--- src/hw/lpmc_pkg.sv ---
// Package for the low power mode controller.
// Assumes one 125 MHz system clock domain; all constants live here.
package lpmc_pkg;
  // Number of edge event lines
  localparam int LPMC_LINES = 27;
  // Line positions of the fixed wakeup sources
  localparam int LPMC_LINE_SUPPLY = 16;
  localparam int LPMC_LINE_ALARM = 17;
  // Regulator mode encodings
  localparam logic [1:0] LPMC_REG_MAIN = 2'h0;
  localparam logic [1:0] LPMC_REG_LOWP = 2'h1;
  localparam logic [1:0] LPMC_REG_OFF = 2'h2;
  // Low power request encodings
  localparam logic [1:0] LPMC_REQ_SLEEP = 2'h1;
  localparam logic [1:0] LPMC_REQ_STOP = 2'h2;
  localparam logic [1:0] LPMC_REQ_STBY = 2'h3;
  // Clock restart settle time after Stop
  localparam int LPMC_RESTART_NS = 64;
  localparam int LPMC_CLK_NS = 8;
  localparam int LPMC_RESTART_CYC = (LPMC_RESTART_NS + LPMC_CLK_NS - 1) / LPMC_CLK_NS;
  localparam logic [3:0] LPMC_RESTART_CNT = 4'(LPMC_RESTART_CYC);
  // Power mode states, one-hot
  typedef enum logic [4:0] {
    LPMC_RUN = 5'h01,
    LPMC_SLEEP = 5'h02,
    LPMC_STOP = 5'h04,
    LPMC_WAKE = 5'h08,
    LPMC_STBY = 5'h10
  } lpmc_state_e;
endpackage : lpmc_pkg

--- src/hw/lpmc_edge_lines.sv ---
// Edge event lines: sync, edge detect, per-line mask and trigger select.
// Assumes inputs are asynchronous to clk_sys.
`timescale 1ns/1ps
module lpmc_edge_lines #(
  parameter int N = lpmc_pkg::LPMC_LINES // Line count
) (
  input wire logic clk_sys, // System clock
  input wire logic arst_n, // Async reset, active low
  input wire logic [N-1:0] line_in, // Raw event lines
  input wire logic [N-1:0] rise_en, // Trigger on rising edge
  input wire logic [N-1:0] fall_en, // Trigger on falling edge
  input wire logic [N-1:0] unmask, // Line enable
  output logic [N-1:0] hit // One-cycle event pulse per line
);
  import lpmc_pkg::*;
  ////////////////////////////////////////////////////////////////
  typedef struct packed {
    logic [N-1:0] s1; // First sync stage
    logic [N-1:0] s2; // Second sync stage
    logic [N-1:0] prev; // Last synced level
    logic [2:0] ready; // Fill marks since reset
    logic [N-1:0] hit; // Registered event
  } lpmc_edge_s;
  lpmc_edge_s st, next_st;
  // Edge detection on synced levels only
  always_comb begin
    next_st = st;
    next_st.s1 = line_in;
    next_st.s2 = st.s1;
    next_st.prev = st.s2;
    // Pipeline fill; prev is stale for three edges after reset
    next_st.ready = {st.ready[1:0], 1'b1};
    // Per-line trigger and mask
    // Held off until prev is real, else a line idling high fakes an edge
    next_st.hit = {N{st.ready[2]}} & unmask &
      ((rise_en & st.s2 & ~st.prev) | (fall_en & ~st.s2 & st.prev));
  end
  // State register
  always_ff @(posedge clk_sys or negedge arst_n) begin
    if (!arst_n) begin
      st <= '0;
    end else begin
      st <= next_st;
    end
  end
  assign hit = st.hit;
  // Assertions
  property p_rise;
    @(posedge clk_sys) disable iff (!arst_n)
    (st.ready[2] && st.s2[0] && !st.prev[0] && rise_en[0] && unmask[0]) |=> hit[0];
  endproperty
  a_rise: assert property (p_rise) else $error("rise edge missed");
  property p_mask;
    @(posedge clk_sys) disable iff (!arst_n)
    !$past(unmask[0]) |-> !hit[0];
  endproperty
  a_mask: assert property (p_mask) else $error("masked line fired");
  c_hit: cover property (@(posedge clk_sys) disable iff (!arst_n) |hit);
endmodule : lpmc_edge_lines

--- src/hw/lpmc_top.sv ---
// Low power mode controller: Run, Sleep, Stop, Standby sequencing,
// regulator mode, clock gating, supply supervision and wakeup sources.
// Assumes supply comparator outputs and wakeup sources are async pins.
//
// Contract
// - Hold reset while supply below threshold
// - Option bit disables analog supply supervision
// - Supply detector interrupt on fall, rise, both
// - Regulator main, low power, power down
// - Regulator enabled after reset, off in Standby
// - Sleep halts only processor clock
// - Stop gates core clocks, PLL, oscillators
// - Software picks Stop regulator mode
// - Any unmasked edge event line wakes Stop
// - Standby powers off core domain
// - Standby exits on reset, watchdog, pin, alarm
// - RTC and watchdog keep running always
// - 27 lines, edge select, individual mask
`timescale 1ns/1ps
module lpmc_top #(
  parameter int N = lpmc_pkg::LPMC_LINES // Edge event line count
) (
  input wire logic clk_sys, // System clock 125 MHz
  input wire logic arst_n, // Async reset, active low
  input wire logic main_supply_ok, // Main supply above reset threshold
  input wire logic analog_supply_ok, // Analog supply above reset threshold
  input wire logic analog_supervise_off, // Option bit: ignore analog supply
  input wire logic external_reset_pin_n, // External reset pin, active low
  input wire logic independent_watchdog_rst, // Watchdog reset request
  input wire logic wakeup_pin, // Standby wakeup pin
  input wire logic rtc_alarm, // RTC alarm level
  input wire logic supply_below, // Supply detector: below threshold
  input wire logic supply_detect_en, // Supply detector enable
  input wire logic supply_irq_fall, // Interrupt on falling below
  input wire logic supply_irq_rise, // Interrupt on rising above
  input wire logic [N-1:0] edge_event_lines, // Raw event lines
  input wire logic [N-1:0] edge_rise_en, // Rising trigger select
  input wire logic [N-1:0] edge_fall_en, // Falling trigger select
  input wire logic [N-1:0] edge_unmask, // Per-line enable
  input wire logic [1:0] mode_req, // Low power request from core
  input wire logic mode_req_valid, // Request strobe, one cycle
  input wire logic stop_reg_lowp, // Use low power regulator in Stop
  input wire logic core_irq, // Any pending interrupt or event
  output logic chip_reset_n, // Chip reset, active low
  output logic supply_irq, // Supply detector interrupt pulse
  output logic [N-1:0] edge_event, // Edge line event pulses
  output logic [1:0] regulator_mode, // Regulator mode
  output logic regulator_en, // Regulator enable
  output logic cpu_clk_en, // Processor clock enable
  output logic core_clk_en, // Core domain clocks enable
  output logic pll_en, // PLL enable
  output logic internal_fast_oscillator_en, // Internal fast osc enable
  output logic external_fast_oscillator_en, // External fast osc enable
  output logic core_power_en, // Core domain power enable
  output logic rtc_wdg_clk_en, // RTC and watchdog clocks enable
  output logic [4:0] power_state // Current one-hot power state
);
  import lpmc_pkg::*;
  ////////////////////////////////////////////////////////////////
  // Whole state in one struct
  typedef struct packed {
    logic [6:0] s1; // First sync stage of pins
    logic [6:0] s2; // Second sync stage of pins
    logic wk_prev; // Last synced wakeup pin
    logic below_prev; // Last synced detector level
    logic supply_irq; // Interrupt pulse
    logic rst_n; // Chip reset out
    lpmc_state_e state; // Power state
    logic [3:0] cnt; // Restart settle counter
  } lpmc_top_s;
  lpmc_top_s st, next_st;
  logic [N-1:0] hits; // Edge detector events
  // Synced pin aliases
  logic m_ok, a_ok, ext_n, wdg, wk, alarm, below;
  assign {m_ok, a_ok, ext_n, wdg, wk, alarm, below} = st.s2;
  ////////////////////////////////////////////////////////////////
  // Edge event lines
  lpmc_edge_lines #(.N(N)) u_lines (
    .clk_sys(clk_sys),
    .arst_n(arst_n),
    .line_in(edge_event_lines),
    .rise_en(edge_rise_en),
    .fall_en(edge_fall_en),
    .unmask(edge_unmask),
    .hit(hits)
  );
  assign edge_event = hits;
  ////////////////////////////////////////////////////////////////
  // Next state
  logic supply_ok; // Supervised supply good
  logic stby_exit; // Any Standby wakeup source
  always_comb begin
    next_st = st;
    next_st.s1 = {main_supply_ok, analog_supply_ok, external_reset_pin_n,
                  independent_watchdog_rst, wakeup_pin, rtc_alarm, supply_below};
    next_st.s2 = st.s1;
    next_st.wk_prev = wk;
    next_st.below_prev = below;
    supply_ok = m_ok && (a_ok || analog_supervise_off);
    next_st.rst_n = supply_ok && ext_n && !wdg;
    // Detector interrupt on selected edges
    // Held off while chip reset is low: below_prev is stale after reset
    next_st.supply_irq = st.rst_n && supply_detect_en &&
      ((supply_irq_fall && below && !st.below_prev) ||
       (supply_irq_rise && !below && st.below_prev));
    stby_exit = !ext_n || wdg || (wk && !st.wk_prev) || alarm;
    if (!st.rst_n) begin
      // Reset returns to Run
      next_st.state = LPMC_RUN;
      next_st.cnt = '0;
    end else begin
      case (st.state)
        LPMC_RUN: begin
          if (mode_req_valid && mode_req == LPMC_REQ_SLEEP) begin
            next_st.state = LPMC_SLEEP;
          end else if (mode_req_valid && mode_req == LPMC_REQ_STOP) begin
            next_st.state = LPMC_STOP;
          end else if (mode_req_valid && mode_req == LPMC_REQ_STBY) begin
            next_st.state = LPMC_STBY;
          end
        end
        LPMC_SLEEP: begin
          if (core_irq || (|hits)) begin
            next_st.state = LPMC_RUN;
          end
        end
        LPMC_STOP: begin
          if (|hits) begin
            next_st.state = LPMC_WAKE;
            next_st.cnt = LPMC_RESTART_CNT;
          end
        end
        LPMC_WAKE: begin
          if (st.cnt <= 4'h1) begin
            next_st.state = LPMC_RUN;
            next_st.cnt = '0;
          end else begin
            next_st.cnt = st.cnt - 4'h1;
          end
        end
        LPMC_STBY: begin
          // Wake from Standby acts as a reset of the core
          if (stby_exit) begin
            next_st.state = LPMC_RUN;
          end
        end
        default: begin
          next_st.state = LPMC_RUN;
        end
      endcase
    end
  end
  // State register
  always_ff @(posedge clk_sys or negedge arst_n) begin
    if (!arst_n) begin
      st <= '{s1: '0, s2: '0, wk_prev: 1'b0, below_prev: 1'b0, supply_irq: 1'b0,
              rst_n: 1'b0, state: LPMC_RUN, cnt: '0};
    end else begin
      st <= next_st;
    end
  end
  ////////////////////////////////////////////////////////////////
  // Outputs from state
  logic in_stop, in_stby, in_run_like;
  assign in_stop = (st.state == LPMC_STOP);
  assign in_stby = (st.state == LPMC_STBY);
  assign in_run_like = !in_stop && !in_stby;
  assign chip_reset_n = st.rst_n;
  assign supply_irq = st.supply_irq;
  assign power_state = st.state;
  assign regulator_mode = in_stby ? LPMC_REG_OFF :
                          (in_stop && stop_reg_lowp) ? LPMC_REG_LOWP : LPMC_REG_MAIN;
  assign regulator_en = !in_stby;
  // Processor clock halted in Sleep, Stop, Standby, settle
  assign cpu_clk_en = (st.state == LPMC_RUN) && st.rst_n;
  assign core_clk_en = in_run_like;
  assign pll_en = in_run_like;
  assign internal_fast_oscillator_en = in_run_like;
  assign external_fast_oscillator_en = in_run_like;
  assign core_power_en = !in_stby;
  assign rtc_wdg_clk_en = 1'b1;
  ////////////////////////////////////////////////////////////////
  // Assertions
  property p_reset_hold;
    @(posedge clk_sys) disable iff (!arst_n)
    !$past(m_ok) |-> !chip_reset_n;
  endproperty
  a_reset_hold: assert property (p_reset_hold) else $error("reset released on low supply");
  property p_analog_opt;
    @(posedge clk_sys) disable iff (!arst_n)
    ($past(m_ok) && $past(ext_n) && !$past(wdg) && $past(analog_supervise_off)) |-> chip_reset_n;
  endproperty
  a_analog_opt: assert property (p_analog_opt) else $error("analog bypass ignored");
  property p_pvd_fall;
    @(posedge clk_sys) disable iff (!arst_n)
    (st.rst_n && supply_detect_en && supply_irq_fall && below && !st.below_prev) |=>
      supply_irq;
  endproperty
  a_pvd_fall: assert property (p_pvd_fall) else $error("detector fall missed");
  property p_reg_stby;
    @(posedge clk_sys) disable iff (!arst_n)
    in_stby |-> (regulator_mode == LPMC_REG_OFF && !regulator_en && !core_power_en);
  endproperty
  a_reg_stby: assert property (p_reg_stby) else $error("regulator on in standby");
  property p_stop_lp;
    @(posedge clk_sys) disable iff (!arst_n)
    (in_stop && stop_reg_lowp) |-> regulator_mode == LPMC_REG_LOWP;
  endproperty
  a_stop_lp: assert property (p_stop_lp) else $error("stop regulator mode wrong");
  property p_sleep;
    @(posedge clk_sys) disable iff (!arst_n)
    (st.state == LPMC_SLEEP) |-> (!cpu_clk_en && core_clk_en && pll_en);
  endproperty
  a_sleep: assert property (p_sleep) else $error("sleep clock gating wrong");
  property p_stop_clk;
    @(posedge clk_sys) disable iff (!arst_n)
    in_stop |-> (!core_clk_en && !pll_en && !internal_fast_oscillator_en);
  endproperty
  a_stop_clk: assert property (p_stop_clk) else $error("clocks run in stop");
  property p_stop_wake;
    @(posedge clk_sys) disable iff (!arst_n)
    (in_stop && (|hits) && st.rst_n) |=> (st.state == LPMC_WAKE) ##[1:8] cpu_clk_en;
  endproperty
  a_stop_wake: assert property (p_stop_wake) else $error("stop wake failed");
  property p_wake_order;
    @(posedge clk_sys) disable iff (!arst_n)
    (st.state == LPMC_WAKE) |-> (core_clk_en && regulator_mode == LPMC_REG_MAIN && !cpu_clk_en);
  endproperty
  a_wake_order: assert property (p_wake_order) else $error("cpu before restart");
  property p_stby_exit;
    @(posedge clk_sys) disable iff (!arst_n)
    (in_stby && alarm && st.rst_n) |=> st.state == LPMC_RUN;
  endproperty
  a_stby_exit: assert property (p_stby_exit) else $error("standby alarm missed");
  property p_aon;
    @(posedge clk_sys) disable iff (!arst_n)
    (in_stop || in_stby) |-> rtc_wdg_clk_en;
  endproperty
  a_aon: assert property (p_aon) else $error("always-on clocks stopped");
  c_sleep: cover property (@(posedge clk_sys) disable iff (!arst_n) st.state == LPMC_SLEEP);
  c_wake: cover property (@(posedge clk_sys) disable iff (!arst_n) st.state == LPMC_WAKE);
  c_stby: cover property (@(posedge clk_sys) disable iff (!arst_n) in_stby ##1 !in_stby);
endmodule : lpmc_top

--- config.mk ---
export PLATFORM = sky130hd
export DESIGN_NAME = lpmc_top
export DESIGN_NICKNAME = d
export VERILOG_FILES = /design/src/hw/lpmc_pkg.sv /design/src/hw/lpmc_edge_lines.sv /design/src/hw/lpmc_top.sv
export SDC_FILE = /design/constraint.sdc
export NUM_CORES = 1
export LEC_CHECK = 0
export BUFFER_PORTS_ARGS = -buffer_cell sky130_fd_sc_hd__buf_2
export CORE_UTILIZATION = 53
export DETAILED_ROUTE_END_ITERATION = 10
export HOLD_SLACK_MARGIN = 0.03
export PLACE_DENSITY_LB_ADDON = 0.08
export SYNTH_ARGS = -nofsm -noshare
export SYNTH_HDL_FRONTEND = slang
export SYNTH_SLANG_ARGS = --single-unit
--- constraint.sdc ---
create_clock -name clk_sys -period 3.71 [get_ports clk_sys]
set_clock_uncertainty 0.05 [all_clocks]
set_input_delay 0.1855 -clock clk_sys [delete_from_list [all_inputs] [get_ports clk_sys]]
set_output_delay 0.1855 -clock clk_sys [all_outputs]
set_load 0.01 [all_outputs]
==> results_dict.tcl <==
set metrics [dict create \
    p_leak_nw 3.53 \
    cp_max_fo 7 \
    die_h_um 96.7 \
    synth_top_area_cell "dfrtp_1" \
    grt_start_max_net_pins 76 \
    ys.warnings.count 0 \
    fmax_mhz 451 \
    syn_area_mm2 0.00476 \
    layout_commonest_cell "buf_2" \
    cts_resized 0 \
    synthToLayoutAreaGrowth_pct 44.1 \
    critPathLaunchType "flip-flop" \
    cts_buffers 17 \
    crit_required_ns 3.47 \
    track_usage 0.242 \
    cts_tree "yes" \
    relSlewSlack 0.440 \
    critPathTopFamily "simple AND/OR/NAND/NOR gates" \
    avgRoutedWirePerCell_um 14.6 \
    cts_root_buf "clkbuf_8" \
    dieArea_mm2 0.00936 \
    path_cells "or3_4 > nor3b_2 > nor2_1 > buf_2" \
    antenna_found_initial 0 \
    synth_area_leaders "dfrtp_1 (72%), buf_4 (6.0%), nand2_1 (4.9%), and3_1 (3.8%), o22ai_1 (3.8%)" \
    critPathKind "reg2out" \
    fin_crit_ns 2.22 \
    power_mw 3.43 \
    drt_iter0_markers 100 \
    antenna_cells 0 \
    synth.distinct_cells 35 \
    drc 0 \
    max_stage_delay_ns 0.46 \
    clk_latency_ns 0.51 \
    clockBufferDepth 2 \
    gr-total-overflow 0 \
    via_count 3495 \
    worst_ep_arrival_time_ns 1.98 \
    hold_viol_final 0 \
    synth.top_cell.area_share 0.721 \
    outcome "complete, no violations" \
    post_cts_buffers 0 \
    hpwl_um 6510 \
    totalWireLength_um 10400 \
    cts_sinks 138 \
    die_x_um 96.7 \
    irDropWorstVdd_uv 373 \
    fin_crit_sh 0.597 \
    hold_slack_ns 0.0521 \
    initial_utilization 0.545 \
    synth-seq-cells 138 \
    final-setup-viol-count 0 \
    grt_pass1_wl_um 17300 \
    dp_cells 596 \
    cts-htree-levels 4 \
    synthCells 358 \
    cp-end-kind "output pin" \
    fillers 521 \
    final_cells 711 \
    hold_path_class "in2reg" \
    fp-row-count 34 \
    clk_pin_slew_ns 0.06 \
    via_per_inst 4.92 \
    place.gp.congestion 0.755 \
    dr.pass1.iters 4 \
    cpMaxStageDelayCell "dfrtp_1" \
    ant_nets 0 \
    final_max_slew_viol_count 0 \
    mostFrequentLayoutCells "buf_2 (167), dfrtp_1 (137), dlygate4sd3_1 (83)" \
    maxCapViolations 0 \
    rsz0062_at_grt "no" \
    nets 718 \
    layout-drive-gt1-share 0.348 \
    p_per_area_mw_per_mm2 500 \
    yosysSeqAreaShare 0.726 \
    crit_buf_inv 1 \
    io_buffers 168 \
    syn_avg_cell_area_um2 13.3 \
    core_mm2 0.00872 \
    cts_hold_buffers 83 \
    worst_pin_slew_ns 0.840 \
    ios 170 \
    grt_pass1_vias 3663 \
    finalSetupTns_ns 0 \
]
[metal layers]
| metal | track usage | part of all wire | vias up |
|---|---|---|---|
| met5 | 0 | 0 | - |
| met4 | 0.103 | 0.024 | 0 |
| met3 | 0.0759 | 0.055 | 20 |
| met2 | 0.401 | 0.51 | 134 |
| met1 | 0.294 | 0.41 | 1676 |
| li1 | - | - | 1665 |
[power by group]
group,total (mW),internal (mW),switching (mW)
clock,1.58,0.925,0.659
sequential,1.61,1.57,0.0386
combinational,0.234,0.136,0.0975
[flip-flops by register name (all words and copies together), names as in the netlist]
register / cells
a_ok: 1
alarm: 1
below: 1
chip_reset_n: 1
ext_n: 1
m_ok: 1
next_st: 8
power_state: 5
st: 7
supply_irq: 1
u_lines.hit: 27
u_lines.next_st: 56
u_lines.st: 28
[worst paths after layout]
kind | start | end | slack, ns | cells after the start
setup / recovery | power_state[1] | pll_en | 1.49 | 4
hold / removal | edge_fall_en[5] | u_lines.hit[5] | 0.05 | 4
setup reg to reg | u_lines.hit[1] | power_state[2] | 1.72 | 5
hold reg to reg | u_lines.next_st[81] | u_lines.next_st[54] | 0.29 | 0
max in group asynchronous | arst_n | u_lines.st[51] | 2.52 | 3
min in group asynchronous | arst_n | u_lines.next_st[31] | 0.21 | 2
[layout make-up]
class / instances / area, µm² / area share
clock inverter: 13 / 134 / 0.0195
inverter: 4 / 15.0 / 0.00219
sequential: 138 / 3450 / 0.504
multi-input combinational: 176 / 993 / 0.145
tap: 108 / 135 / 0.0197
timing repair buffer: 253 / 1690 / 0.247
clock buffer: 19 / 432 / 0.0630
[synthesized netlist by cell type]
master,instances
nor3b_2,1
nor4_1,6
nand3_1,4
ha_1,2
and2_1,1
a22o_2,1
clkbuf_1,2
nor3b_1,1
o21ai_0,5
nor4b_2,1
nand2_1,62
and3_1,29
o21bai_2,1
nand3b_1,3
nor2b_1,1
nand2b_1,1
o22ai_1,29
o311a_2,1
buf_2,1
nor2_1,6
nor3b_4,1
conb_1,1
dfrtp_1,137
dfstp_2,1
o311ai_2,1
o2bb2ai_1,1
or3_4,1
nand4_1,2
buf_4,38
mux2i_1,2
inv_1,4
a21oi_1,4
a22o_1,1
nor4bb_1,1
nor3_1,5
[logic make-up (layout without fill, tap and decap cells)]
family / after synthesis / count (layout) / synth area share
adder cells (fa/ha/maj): 2 / 2 / 0.00526
flip-flops: 138 / 138 / 0.726
other: 1 / 2 / 0.000788
buffers and inverters: 45 / 289 / 0.0658
AO/OA/AOI/OAI: 44 / 44 / 0.0615
AND/OR/NAND/NOR: 126 / 126 / 0.136
multiplexers: 2 / 2 / 0.00421
[through the flow]
step,setup slack [ns],util,area (µm²)
floorplan,2.08,-,4760
global placement,1.86,0.626,5460
detailed placement,1.74,0.626,5460
CTS,1.47,0.786,6860
global route,1.37,0.786,6860
finish,1.49,0.786,6860
[tightest hold or removal path, stage by stage]
cell,delay [ns]
buf_2,0.11
nand2_1,0.05
o22ai_1,0.06
and3_1,0.17
(Power assumes the default switching activity.)
